[config.mk]
export PLATFORM = sky130hd
export DESIGN_NAME = dodt_ctrl_end_flat
export DESIGN_NICKNAME = d
export VERILOG_FILES = /design/src/logic/dodt_pkg.sv /design/src/logic/dodt_link_if.sv /design/src/logic/dodt_ctrl_end.sv /design/src/flat_wrapper.sv
export SDC_FILE = /design/constraint.sdc
export NUM_CORES = 1
export LEC_CHECK = 0
export ABC_AREA = 1
export BUFFER_PORTS_ARGS = -buffer_cell sky130_fd_sc_hd__buf_4
export CAP_MARGIN = 20
export CORE_MARGIN = 8
export CORE_UTILIZATION = 25
export CTS_BUF_LIST = sky130_fd_sc_hd__clkbuf_4 sky130_fd_sc_hd__clkbuf_8 sky130_fd_sc_hd__clkbuf_16
export DETAILED_ROUTE_END_ITERATION = 12
export GPL_ROUTABILITY_DRIVEN = 0
export PLACE_DENSITY = 0.51
export SLEW_MARGIN = 15
export SYNTH_ARGS = -nofsm -noshare
export SYNTH_HDL_FRONTEND = slang
export SYNTH_SLANG_ARGS = --single-unit
[constraint.sdc]
create_clock -name pclk -period 2.37 [get_ports pclk]
set_input_delay 0.237 -clock pclk [delete_from_list [all_inputs] [get_ports pclk]]
set_output_delay 0.237 -clock pclk [all_outputs]
set_load 0.03 [all_outputs]
[src/logic/dodt_pkg.sv]
// Shared constants and types for the on-die termination link
package dodt_pkg;
    localparam int MR_W = 13;
    localparam int HIST_W = 32;
    localparam int CNT_W = 5;
    localparam int LAT_W = 6;
    // Mode register field positions
    localparam int MR1_NOM_B0 = 2;
    localparam int MR1_NOM_B1 = 6;
    localparam int MR1_NOM_B2 = 9;
    localparam int MR1_AL_LO = 3;
    localparam int MR2_CWL_LO = 3;
    localparam int MR2_WR_LO = 9;
    localparam int MR2_WR_HI = 10;
    localparam int MR0_CL_LO = 4;
    localparam int MR0_PD_DLL = 12;
    localparam logic [2:0] MR_SEL_0 = 3'h0;
    localparam logic [2:0] MR_SEL_1 = 3'h1;
    localparam logic [2:0] MR_SEL_2 = 3'h2;
    // Latency figures in clock cycles
    localparam logic [LAT_W-1:0] CWL_BASE = 6'h05;
    localparam logic [LAT_W-1:0] CL_BASE = 6'h04;
    localparam logic [LAT_W-1:0] ODT_LAT_SUB = 6'h02;
    localparam logic [LAT_W-1:0] ODTH4 = 6'h04;
    localparam logic [LAT_W-1:0] ODTH8 = 6'h06;
    // Controller register map
    localparam logic [7:0] ADDR_CTRL = 8'h00;
    localparam logic [7:0] ADDR_CMD = 8'h04;
    localparam logic [7:0] ADDR_STAT = 8'h08;
    localparam logic [7:0] ADDR_TIME = 8'h0c;
    localparam int CTRL_ODT_REQ = 0;
    localparam int CTRL_DLL_OFF = 1;
    localparam int CMD_OP_LO = 0;
    localparam int CMD_BC4 = 2;
    localparam int CMD_BA_LO = 4;
    localparam int CMD_ADDR_LO = 16;
    localparam int STAT_BUSY = 0;
    localparam int STAT_ODT = 1;
    localparam int STAT_HOLD = 2;
    localparam int TIME_LEAD_LO = 0;
    localparam int TIME_QUIET_LO = 8;
    localparam logic [4:0] LEAD_RST = 5'h10;
    localparam logic [4:0] QUIET_RST = 5'h18;

    typedef enum logic [1:0] {
        CMD_NOP,
        CMD_WRITE,
        CMD_READ,
        CMD_MRS
    } dodt_cmd_type;
endpackage : dodt_pkg
[src/logic/dodt_link_if.sv]
// Command and termination pins between controller and DRAM
`timescale 1ns/1ps
`default_nettype none
interface dodt_link_if;
    logic                   odt;
    dodt_pkg::dodt_cmd_type cmd;
    logic                   bc4;
    logic [2:0]             ba;
    logic [dodt_pkg::MR_W-1:0] addr;

    modport ctrl (output odt, output cmd, output bc4, output ba, output addr);
    modport dram (input odt, input cmd, input bc4, input ba, input addr);
endinterface : dodt_link_if
`default_nettype wire

[src/logic/dodt_ctrl_end.sv]
// Controller side: APB registers, pin sequencing, command issue
//
// Chosen here: the register offsets and the APB register port.
`timescale 1ns/1ps
`default_nettype none
// What the controller and DRAM ends do together
// Termination enabled by nonzero strength bits
// Pin low means off; high on if enabled
// Never decode commands for on/off
// Synchronous timing whenever DLL runs locked
// Controller keeps termination off in DLL-off
// Turn on/off latency after sampled pin
// Both latencies equal write latency minus two
// Controller holds pin high four cycles
// Controller holds pin after write 4/6
// Controller lowers pin around reads
// Re-enable termination when driver releases
// Dynamic mode on when write bits set
// Strength codes from mode register bits
// Nominal strength outside writes
// Write strength after write latency minus two
// Nominal back after off latency plus 4/6
// Controller clears write strength in DLL-off
// Self-refresh forces termination off
// Frozen power-down: pin acts without latency
// New write restarts nominal-return countdown
module dodt_ctrl_end (
    input  wire logic        pclk,
    input  wire logic        presetn,
    input  wire logic [7:0]  paddr,
    input  wire logic        psel,
    input  wire logic        penable,
    input  wire logic        pwrite,
    input  wire logic [31:0] pwdata,
    output logic [31:0]      prdata,
    output logic             pready,
    output logic             pslverr,
    dodt_link_if.ctrl        link
);
    typedef enum logic [1:0] {
        CST_IDLE,
        CST_RD_LEAD,
        CST_RD_QUIET
    } dodt_cst_type;

    typedef struct packed {
        logic                      odt_req;
        logic                      dll_off;
        logic                      auto_mrs;
        logic [4:0]                lead;
        logic [4:0]                quiet;
        logic                      req_valid;
        logic [1:0]                req_op;
        logic                      req_bc4;
        logic [2:0]                req_ba;
        logic [dodt_pkg::MR_W-1:0] req_addr;
        logic [dodt_pkg::MR_W-1:0] mr2;
        dodt_cst_type              st;
        logic [4:0]                timer;
        logic [2:0]                hold;
        logic                      odt;
        dodt_pkg::dodt_cmd_type    cmd;
        logic                      bc4;
        logic [2:0]                ba;
        logic [dodt_pkg::MR_W-1:0] addr;
        logic [31:0]               rdata;
    } dodt_ctrl_state_type;

    dodt_ctrl_state_type s_q;
    dodt_ctrl_state_type s_d;

    logic       hit;
    logic       wr_acc;
    logic       want;
    logic [2:0] wr_hold;

    always_comb begin
        s_d = s_q;
        s_d.cmd = dodt_pkg::CMD_NOP;
        hit = (paddr == dodt_pkg::ADDR_CTRL) || (paddr == dodt_pkg::ADDR_CMD) ||
              (paddr == dodt_pkg::ADDR_STAT) || (paddr == dodt_pkg::ADDR_TIME);
        wr_acc = psel && penable && pwrite && hit;

        // Read data captured in setup so it is a flop at access
        if (psel && !penable) begin
            s_d.rdata = '0;
            unique case (paddr)
                dodt_pkg::ADDR_CTRL: begin
                    s_d.rdata[dodt_pkg::CTRL_ODT_REQ] = s_q.odt_req;
                    s_d.rdata[dodt_pkg::CTRL_DLL_OFF] = s_q.dll_off;
                end
                dodt_pkg::ADDR_STAT: begin
                    s_d.rdata[dodt_pkg::STAT_BUSY] = s_q.req_valid || s_q.auto_mrs || (s_q.st != CST_IDLE);
                    s_d.rdata[dodt_pkg::STAT_ODT] = s_q.odt;
                    s_d.rdata[dodt_pkg::STAT_HOLD] = (s_q.hold != 3'h0);
                end
                dodt_pkg::ADDR_TIME: begin
                    s_d.rdata[dodt_pkg::TIME_LEAD_LO +: 5] = s_q.lead;
                    s_d.rdata[dodt_pkg::TIME_QUIET_LO +: 5] = s_q.quiet;
                end
                default: ;
            endcase
        end

        if (wr_acc) begin
            unique case (paddr)
                dodt_pkg::ADDR_CTRL: begin
                    s_d.odt_req = pwdata[dodt_pkg::CTRL_ODT_REQ];
                    s_d.dll_off = pwdata[dodt_pkg::CTRL_DLL_OFF];
                    // Entering DLL-off clears write strength
                    if (pwdata[dodt_pkg::CTRL_DLL_OFF] && !s_q.dll_off) begin
                        s_d.auto_mrs = 1'b1;
                    end
                end
                dodt_pkg::ADDR_CMD: begin
                    // A command while one is queued is dropped
                    if (!s_q.req_valid) begin
                        s_d.req_valid = 1'b1;
                        s_d.req_op = pwdata[dodt_pkg::CMD_OP_LO +: 2];
                        s_d.req_bc4 = pwdata[dodt_pkg::CMD_BC4];
                        s_d.req_ba = pwdata[dodt_pkg::CMD_BA_LO +: 3];
                        s_d.req_addr = pwdata[dodt_pkg::CMD_ADDR_LO +: dodt_pkg::MR_W];
                    end
                end
                dodt_pkg::ADDR_TIME: begin
                    s_d.lead = pwdata[dodt_pkg::TIME_LEAD_LO +: 5];
                    s_d.quiet = pwdata[dodt_pkg::TIME_QUIET_LO +: 5];
                end
                default: ;
            endcase
        end

        wr_hold = 3'h0;
        unique case (s_q.st)
            CST_IDLE: begin
                if (s_q.auto_mrs) begin
                    s_d.auto_mrs = 1'b0;
                    s_d.cmd = dodt_pkg::CMD_MRS;
                    s_d.ba = dodt_pkg::MR_SEL_2;
                    s_d.addr = s_q.mr2;
                    s_d.addr[dodt_pkg::MR2_WR_HI:dodt_pkg::MR2_WR_LO] = 2'h0;
                    s_d.mr2 = s_d.addr;
                end else if (s_q.req_valid) begin
                    s_d.req_valid = 1'b0;
                    s_d.bc4 = s_q.req_bc4;
                    s_d.ba = s_q.req_ba;
                    s_d.addr = s_q.req_addr;
                    unique case (s_q.req_op)
                        2'h1: begin
                            s_d.cmd = dodt_pkg::CMD_WRITE;
                            wr_hold = s_q.req_bc4 ? 3'(dodt_pkg::ODTH4 - 6'h01) : 3'(dodt_pkg::ODTH8 - 6'h01);
                        end
                        2'h2: begin
                            s_d.st = CST_RD_LEAD;
                            s_d.timer = s_q.lead;
                        end
                        2'h3: begin
                            s_d.cmd = dodt_pkg::CMD_MRS;
                            if (s_q.req_ba == dodt_pkg::MR_SEL_2) begin
                                s_d.mr2 = s_q.req_addr;
                            end
                        end
                        default: ;
                    endcase
                end
            end
            CST_RD_LEAD: begin
                // Pin low for lead cycles before the read
                if (!s_q.odt) begin
                    if (s_q.timer == 5'h00) begin
                        s_d.cmd = dodt_pkg::CMD_READ;
                        s_d.st = CST_RD_QUIET;
                        s_d.timer = s_q.quiet;
                    end else begin
                        s_d.timer = s_q.timer - 5'h01;
                    end
                end
            end
            CST_RD_QUIET: begin
                // Pin stays low past the postamble
                if (s_q.timer == 5'h00) begin
                    s_d.st = CST_IDLE;
                end else begin
                    s_d.timer = s_q.timer - 5'h01;
                end
            end
            default: s_d.st = CST_IDLE;
        endcase

        // DLL-off keeps the pin low
        want = s_q.odt_req && !s_q.dll_off && (s_d.st == CST_IDLE);
        // Pin may drop only once hold runs out
        s_d.odt = want || (s_q.odt && (s_q.hold != 3'h0));
        if (s_q.hold != 3'h0) begin
            s_d.hold = s_q.hold - 3'h1;
        end
        if (s_d.odt && !s_q.odt) begin
            s_d.hold = 3'(dodt_pkg::ODTH4 - 6'h01);
        end
        // Longer hold after a write with pin high
        if (s_d.odt && (wr_hold > s_d.hold)) begin
            s_d.hold = wr_hold;
        end
    end

    always_ff @(posedge pclk or negedge presetn) begin
        if (!presetn) begin
            s_q <= '0;
            s_q.lead <= dodt_pkg::LEAD_RST;
            s_q.quiet <= dodt_pkg::QUIET_RST;
        end else begin
            s_q <= s_d;
        end
    end

    assign pready = 1'b1;
    assign pslverr = psel && penable && !hit;
    assign prdata = s_q.rdata;
    assign link.odt = s_q.odt;
    assign link.cmd = s_q.cmd;
    assign link.bc4 = s_q.bc4;
    assign link.ba = s_q.ba;
    assign link.addr = s_q.addr;
endmodule : dodt_ctrl_end
`default_nettype wire

[src/flat_wrapper.sv]
// flat-port wrapper written by rule: the top's interface ports become plain ports
module dodt_ctrl_end_flat 
  (pclk, presetn, paddr, psel, penable, pwrite, pwdata, prdata, pready, pslverr, link_odt, link_cmd, link_bc4, link_ba, link_addr);
  dodt_link_if link_i ();
  input  wire logic pclk;
  input  wire logic presetn;
  input  wire logic [7:0] paddr;
  input  wire logic psel;
  input  wire logic penable;
  input  wire logic pwrite;
  input  wire logic [31:0] pwdata;
  output logic [31:0] prdata;
  output logic pready;
  output logic pslverr;
  output wire logic [$bits(link_i.odt)-1:0] link_odt;
  output wire logic [$bits(link_i.cmd)-1:0] link_cmd;
  output wire logic [$bits(link_i.bc4)-1:0] link_bc4;
  output wire logic [$bits(link_i.ba)-1:0] link_ba;
  output wire logic [$bits(link_i.addr)-1:0] link_addr;
  assign link_odt = link_i.odt;
  assign link_cmd = link_i.cmd;
  assign link_bc4 = link_i.bc4;
  assign link_ba = link_i.ba;
  assign link_addr = link_i.addr;
  dodt_ctrl_end u_core (.pclk(pclk), .presetn(presetn), .paddr(paddr), .psel(psel), .penable(penable), .pwrite(pwrite), .pwdata(pwdata), .prdata(prdata), .pready(pready), .pslverr(pslverr), .link(link_i));
endmodule
==> results by group, run 1 <==
Floorplanning
  • Starting density of the core: about 25%
  • Die height: around 150 um
  • DIE WIDTH: 148 um
  • Core Area: about 17,000 um2
  • Die area: around 22,000 um2
  • I/O pin total: between 90 and 100
  • Core Rows: between 40 and 50

Critical path
  • Crit Path Class: flip-flop to flip-flop
  • Max stage delay cell, worst path: dfrtp_1
  • CP Max Fanout: 4
  • Worst setup path start: u_core.s_q[56]$_DFFE_PN0P_
  • Worst EP arrival: 2.68 ns
  • R2r worst-path depth: 17
  • Crit-path cells: inv_2 > ha_4 > inv_2 > nor2_4 > nand2_2 > nand2_2 > nand3_2 > a21oi_2 > nand3_2 > nand2_2 > inv_2 > ha_4 > nand3_4 > a32oi_4 > buf_4 > nand3b_1 > nand2_1
  • CP Buf/Inv Count: 4
  • CP Depth: 17
  • Crit path required time: between 2 and 3 ns
  • Worst stage delay on the critical path: approximately 0.39 ns
  • Worst r2r src: u_core.s_q[56]$_DFFE_PN0P_
  • Family with the most delay on the worst path: simple AND/OR/NAND/NOR gates
  • Startpoint Class: flip-flop
  • Crit end category: flip-flop

Cells and area
  • Nets: between 600 and 700
  • Layout cells sized above 1: about 30%
  • Area growth syn-to-layout: 25.3%
  • Final instance area: 5420 um2
  • Antenna fix cells: 0
  • Filler cells: approximately 1,800

Global route
  • Remaining global-route overflow: 0
  • Antenna violations before repair: 0
  • Largest net degree at the start of global routing: 47
  • GRT Util Overall: 9.86%
  • First-pass GRT wire length: ~17,000 um
  • Vias in the first global route: about 3,500

Pwr
  • Maximum VDD drop: 394 uV
  • P_sw: around 1.1 mW
  • Pwr/cell area: 699 nW/um2
  • Clock network fraction of design power: a little under two fifths
  • Combinational power share: between 20 and 25%
  • P_int: ~2.7 mW
  • Flop pwr share: between 40 and 50%
  • Sw frac: between 20% and 30%
  • Static Leakage: ~2.7 nW

Timing
  • Fmax: about 420 MHz
  • Final WS setup: -0.0227 ns
  • Final slew viol count: 0
  • Rel. slew slack: 60.3%
  • Layout Skew: approximately 0.0074 ns
  • RSZ-0062 raised after global routing: true
  • Final Hold Violating Endpoints: 0
  • Setup violators final: 3
  • Setup TNS Final: -0.0366 ns
  • Fin crit period: 2.39 ns
  • Worst Max-Slew Pin Slew: roughly 0.59 ns
  • Period utilization: 101%

Logic synthesis
  • Seq/Total Area, Yosys: about half
  • Synth Instances: ~490
  • Synth unique cells: 42
  • Dominant synthesized flop cell: dfrtp_1
  • Fraction of registers with async set/reset: 100%
  • Syn. warnings: 0
  • Synth top cells by count: nand2_1 (86), dfrtp_1 (81), inv_1 (53), buf_4 (52), o21ai_0 (37)
  • Top-count cell post-synth: nand2_1
  • Synth Area per Inst: roughly 8.9 um2
  • Syn Std Cell Area: approximately 4300 um2
  • FF+latch count, synth: between 80 and 90
  • Dominant cell type by area after synthesis: dfrtp_1
  • Post-synth EDFFs: 0
  • Top post-synthesis cells by area: dfrtp_1 (47%), buf_4 (9.0%), nand2_1 (7.5%), inv_1 (4.6%), o21ai_0 (4.3%)
  • Post-synth top area share: around 47%

Placed design
  • Pre-CTS setup slack: -0.185 ns
  • Placed instance area: 4950 um2
  • Post-detail-place hpwl: around 8000 um
  • Port Buffers: 68

Clocking
  • Clock transition at the registers of the reported paths: approximately 0.060 ns
  • Clock Path Buffers: 2
  • CTS Root Cell: clkbuf_16
  • Clock sink total: 84
  • CTS buffer count: 9
  • CTS tree: yes
  • Clk Latency, worst-skew pair: approximately 0.34 ns
  • Htree depth: 3

Drt
  • Antenna Violating Nets Remaining: 0
  • Routed len/inst: ~13 um
  • DRT Wirelength: 10,600 um
  • Drt drc: 0
  • 1st-iter DRT viols: approximately 150
  • DR vias: 3,331
  • Vias per cell: around 4.2
  • Drt first pass iters: 4

Min path
  • Worst hold path cell count: 2
  • Hold_sp: pwdata[9]
  • Hold Crit Class: input pin to flip-flop

Run status
  • Status: complete, but fails checks
  • Failing checks: setup timing

Job
  • Number of max-cap violations: 0
[area by class of cell]
type,count,area (um2),area share [%]
Multi-Input combinational cell,304,1750,32.3
Sequential cell,84,2110,38.8
Tap cell,225,282,5.19
Timing Repair Buffer,100,766,14.1
Clock inverter,5,60.1,1.11
Clock buffer,11,240,4.43
Inverter,58,218,4.01
[sequential cells by signal (all words and copies together), names as in the netlist]
signal / flops
u_core.s_q: 54
u_core.link.addr: 13
u_core.prdata: 10
u_core.link.ba: 3
u_core.link.cmd: 2
u_core.link.bc4: 1
u_core.link.odt: 1
[through the flow]
stage          power, mW  instances  hold slack, ns  util, %
2_1_floorplan       1.97        509         -0.0586        -
3_3_place_gp        2.15        763           0.251     28.9
3_5_place_dp        2.17        763           0.251     28.9
4_1_cts             3.73        784           0.113     31.2
5_1_grt             4.02        787           0.114     31.7
6_report            3.79        787           0.127     31.7
[cell usage in the layout, fill, tap and decap left out, types with 2 or more instances in the layout]
cell type  Yosys  routed
mux2_2         6       6
nand3_1       17      15
o31ai_1        3       3
buf_4         52      98
clkbuf_16      0       9
inv_1         53      49
nor2_1        28      25
ha_1          11       7
conb_1         2      23
nor2_2         2       4
xor2_1         3       3
dfstp_2        3       3
o21ai_0       37      37
nand3b_1       2       2
a22oi_1       11      11
nand2_1       86      80
clkbuf_4       0       2
nor3_1         2       2
inv_2          4       8
nand4_1        2       2
o21ai_1       15      15
a21oi_2        1       2
nand2_4        3       3
dfrtp_1       81      81
a22o_1         4       4
a21oi_1       30      29
o211ai_1       2       2
nand2_2        2       8
ha_4           0       3
nand3_2        2       3
nor2_4         1       2
[logic make-up (layout without fill, tap and decap cells)]
family | after synthesis | count (layout) | share of synthesized area [%]
and+or+nand+nor | 153 | 153 | 16.4
buffers and inverters | 121 | 174 | 15.2
AOI/OAI and AO/OA | 107 | 107 | 14.0
DFF | 84 | 84 | 48.6
adders and majority gates | 11 | 11 | 3.18
muxes | 6 | 6 | 1.56
xor gates and xnor gates | 4 | 4 | 0.809
other | 2 | 23 | 0.173
[routing by layer]
layer	track usage [%]	share of wire, %	up-vias
li1	-	-	1662
met1	11.0	43	1579
met2	16.8	49	77
met3	3.39	5.4	13
met4	4.18	2.0	0
met5	0	0	-
[power groups by stage]
| stage | Combinational [mW] | Sequential, mW | Clock (mW) |
|---|---|---|---|
| floorplan | 0.409 | 1.56 | 0 |
| global placement | 0.605 | 1.54 | 0 |
| detailed placement | 0.628 | 1.55 | 0 |
| CTS | 0.752 | 1.52 | 1.46 |
| global route | 0.966 | 1.53 | 1.52 |
| finish | 0.875 | 1.52 | 1.40 |
[worst paths after layout]
path | to | slack, ns
worst max-delay path | u_core.s_q[52]$_DFF_PN0_ | -0.02
worst min-delay path | u_core.s_q[96]$_DFFE_PN0P_ | 0.13
worst max register to register | u_core.s_q[52]$_DFF_PN0_ | -0.02
worst min register to register | u_core.s_q[104]$_DFFE_PN1P_ | 0.48
max in group asynchronous | u_core.s_q[104]$_DFFE_PN1P_ | 1.28
min in group asynchronous | u_core.s_q[85]$_DFFE_PN0P_ | 0.41
[what timing repair did]
action / in CTS / in global routing
gates cloned: 0 / 0
buffers inserted: 4 / 3
resized for setup: 12 / 13
pin swaps: 8 / 14
hold buffers: 1 / 0
hold endpoints to repair: 36 / 0
endpoints found under the setup margin: 3 / 3
Note: power is estimated with default switching activity, not from simulation.
==> inputs of run 2 (changes only) <==
Settings changed: ABC_AREA 1 to unset.
==> run 2 against run 1 <==
  * Non-clock buffer count increased by 19
  * The flow still finishes with violations (setup timing)
  * Routed wire length increased by 4.7%
  * Flip-flop and latch count unchanged
  * Worst hold slack got worse by 0.023 ns
  * Register-to-register slack got worse by 0.79 ns
  * Global-route usage increased by 0.57 points
  * Clock skew decreased by 0.00077 ns
  * Clock power about the same
==> results by group, run 2 <==
Min path
  • Worst hold path cell count: 2
  • Hold Crit Class: input pin to flip-flop

Timing
  • Final WS setup: -0.809 ns
  • Worst Max-Slew Pin Slew: around 0.75 ns
  • Period utilization: 134%
  • Fin crit period: 3.18 ns
  • Min Hold Slack: between 0.1 and 0.15 ns
  • RSZ-0062 raised after global routing: true
  • Setup violators final: 3
  • Final Hold Violating Endpoints: 0
  • Fmax: between 300 and 400 MHz
  • Rel. slew slack: 49.5%
  • Final slew viol count: 0
  • Layout Skew: ~0.0066 ns

Cells and area
  • Nets: about 570
  • Filler cells: 1,795
  • Max FFs per register: 54
  • Area growth syn-to-layout: 26.8%
  • Most common cell after layout, fill and taps aside: buf_4
  • Layout cells sized above 1: between 30% and 40%
  • Final core utilization: 32.2%
  • Register area: approximately 2100 um2
  • Most frequent cells in the layout: buf_4 (117), dfrtp_1 (81), nand2_1 (32), o21ai_0 (32), inv_1 (28)
  • Antenna fix cells: 0
  • Multi-input gate area: ~1800 um2
  • Largest Register: u_core.s_q

Logic synthesis
  • Synth top cells by count: dfrtp_1 (81), buf_4 (51), nand2_1 (32), o21ai_0 (32), inv_1 (30)
  • Top post-synthesis cells by area: dfrtp_1 (47%), buf_4 (8.8%), mux2_1 (5.2%), o21ai_0 (3.7%), mux2_2 (3.4%)
  • FF+latch count, synth: 84
  • Seq/Total Area, Yosys: between 40% and 50%
  • Top-count cell post-synth: dfrtp_1
  • Post-synth EDFFs: 0
  • Synth Area per Inst: roughly 10 um2
  • Syn. warnings: 0
  • Syn Std Cell Area: about 4400 um2
  • Dominant cell type by area after synthesis: dfrtp_1
  • Dominant synthesized flop cell: dfrtp_1
  • Post-synth top area share: ~47%
  • Fraction of registers with async set/reset: 100%
  • Synth Instances: 433
  • Synth unique cells: 49

Critical path
  • Crit Path Class: flip-flop to flip-flop
  • CP Depth: 14
  • CP Buf/Inv Count: 2
  • Worst path most repeated cell: a21oi_1
  • Family with the most delay on the worst path: simple AND/OR/NAND/NOR gates
  • Worst EP arrival: approximately 3.4 ns
  • Worst stage delay on the critical path: ~0.48 ns
  • Startpoint Class: flip-flop
  • Crit path required time: between 2 and 3 ns
  • Crit-path cells: inv_2 > ha_4 > or4b_4 > buf_4 > a21oi_1 > o22ai_1 > nor3_2 > a211oi_2 > ha_1 > a21o_1 > a21oi_1 > a31oi_1 > and2_4 > mux2_4
  • CP Max Fanout: 3
  • R2r worst-path depth: 14
  • Max stage delay cell, worst path: or4b_4
  • Crit end category: flip-flop

Pwr
  • P_sw: roughly 1.1 mW
  • Clock network fraction of design power: 37.3%
  • Maximum VDD drop: 333 uV
  • Static Leakage: around 2.7 nW
  • Pwr/cell area: slightly below 700 nW/um2
  • Flop pwr share: 39.7%
  • Combinational power share: 23.0%
  • P_int: roughly 2.8 mW
  • Sw frac: between 20% and 30%

Placed design
  • Post-detail-place hpwl: between 8000 and 9000 um
  • Pre-CTS setup slack: -0.853 ns
  • Port Buffers: 68

Drt
  • Vias per cell: between 4 and 5
  • DRT Wirelength: around 11,000 um
  • Drt drc: 0
  • Routed len/inst: 14.9 um
  • Antenna Violating Nets Remaining: 0
  • 1st-iter DRT viols: about 160
  • Drt first pass iters: 4
  • DR vias: between 3,000 and 4,000

Clocking
  • CTS tree: yes
  • CTS buffer count: 9
  • Clock sink total: 84
  • Clk Latency, worst-skew pair: 0.34 ns
  • Htree depth: 3
  • Clock Path Buffers: 2
  • CTS Root Cell: clkbuf_16
  • Clock transition at the registers of the reported paths: 0.06 ns

Global route
  • Largest net degree at the start of global routing: 50
  • First-pass GRT wire length: about 18,000 um
  • GRT Util Overall: a little over a tenth
  • Vias in the first global route: about 3,600
  • Remaining global-route overflow: 0
  • Antenna violations before repair: 0

Floorplanning
  • DIE WIDTH: 148 um
  • Die area: 21,900 um2
  • Core Rows: 48
  • Die height: approximately 150 um
  • Core Area: roughly 17,000 um2
  • I/O pin total: a little under 100
  • Starting density of the core: between 20% and 30%

Job
  • Number of max-cap violations: 0

Run status
  • Failing checks: setup timing
  • Status: complete, but fails checks
==> run 2: cell count changes after synthesis, sizes merged, moves of 4 or more <==
cell	previous run	this run
a2bb2oi	0	4
a21o	0	4
clkbuf	4	19
buf	59	52
a21oi	31	23
inv	57	30
nor2	32	15
mux2	6	33
o22ai	0	17
nand2	91	32
o21ai	52	34
a22oi	11	2
==> run 2: repair_timing <==
action,CTS,global route
hold buffers,1,0
setup endpoints to repair,3,3
buffers inserted,3,0
hold endpoints to repair,35,0
gates resized for setup,8,0
pin swaps,10,6
==> run 2: power groups by stage <==
stage	logic [mW]	registers, mW	clock network [mW]
finish	0.881	1.53	1.43
global route	0.974	1.53	1.53
CTS	0.885	1.52	1.48
detailed placement	0.781	1.55	0
global placement	0.736	1.55	0
floorplan	0.465	1.55	0
==> run 2: cells by family (layout without fill, tap and decap cells) <==
group	count (synthesis)	in the layout	synth area share, %
AO/OA/AOI/OAI	101	101	14.3
XOR/XNOR	4	4	0.804
adder cells (fa/ha/maj)	11	11	3.16
buffers and inverters	101	165	13.1
flip-flops	84	84	48.3
multiplexers	36	36	9.22
other	2	23	0.172
AND/OR/NAND/NOR	94	94	10.9
==> run 2: per-layer routing <==
metal / wire (um) / vias to the layer above / track usage [%]
met5: 0 / - / 0
met4: 119 / 0 / 3.01
met3: 941 / 10 / 3.85
met2: 5040 / 113 / 16.7
met1: 4970 / 1579 / 12.9
li1: - / 1587 / -
==> run 2: path summary, 6_finish.rpt <==
path	to	slack, ns	from
max reg2reg	u_core.s_q[52]$_DFF_PN0_	-0.81	u_core.s_q[56]$_DFFE_PN0P_
max	u_core.s_q[52]$_DFF_PN0_	-0.81	u_core.s_q[56]$_DFFE_PN0P_
max in group asynchronous	u_core.s_q[104]$_DFFE_PN1P_	1.28	presetn
min	u_core.s_q[85]$_DFFE_PN0P_	0.10	pwdata[26]
min reg2reg	u_core.s_q[67]$_DFFE_PN0P_	0.48	u_core.s_q[67]$_DFFE_PN0P_
min in group asynchronous	u_core.s_q[79]$_DFFE_PN0P_	0.40	presetn
==> run 2: area by class of cell <==
cell class                 count  area share (%)
clock inverter                 3           0.476
multi-input combinational    269            32.7
clock buffer                  13            5.07
tap                          225            5.10
inverter                      30            2.04
sequential                    84            38.1
timing repair buffer         119            16.4
==> run 2: through the flow <==
step	setup TNS [ns]	instances	area, um2	power (mW)
2_1_floorplan	-1.40	454	4450	2.01
3_3_place_gp	-1.87	723	5150	2.28
3_5_place_dp	-2.33	723	5150	2.33
4_1_cts	-2.50	743	5520	3.89
5_1_grt	-2.67	743	5520	4.04
6_report	-2.24	743	5520	3.84
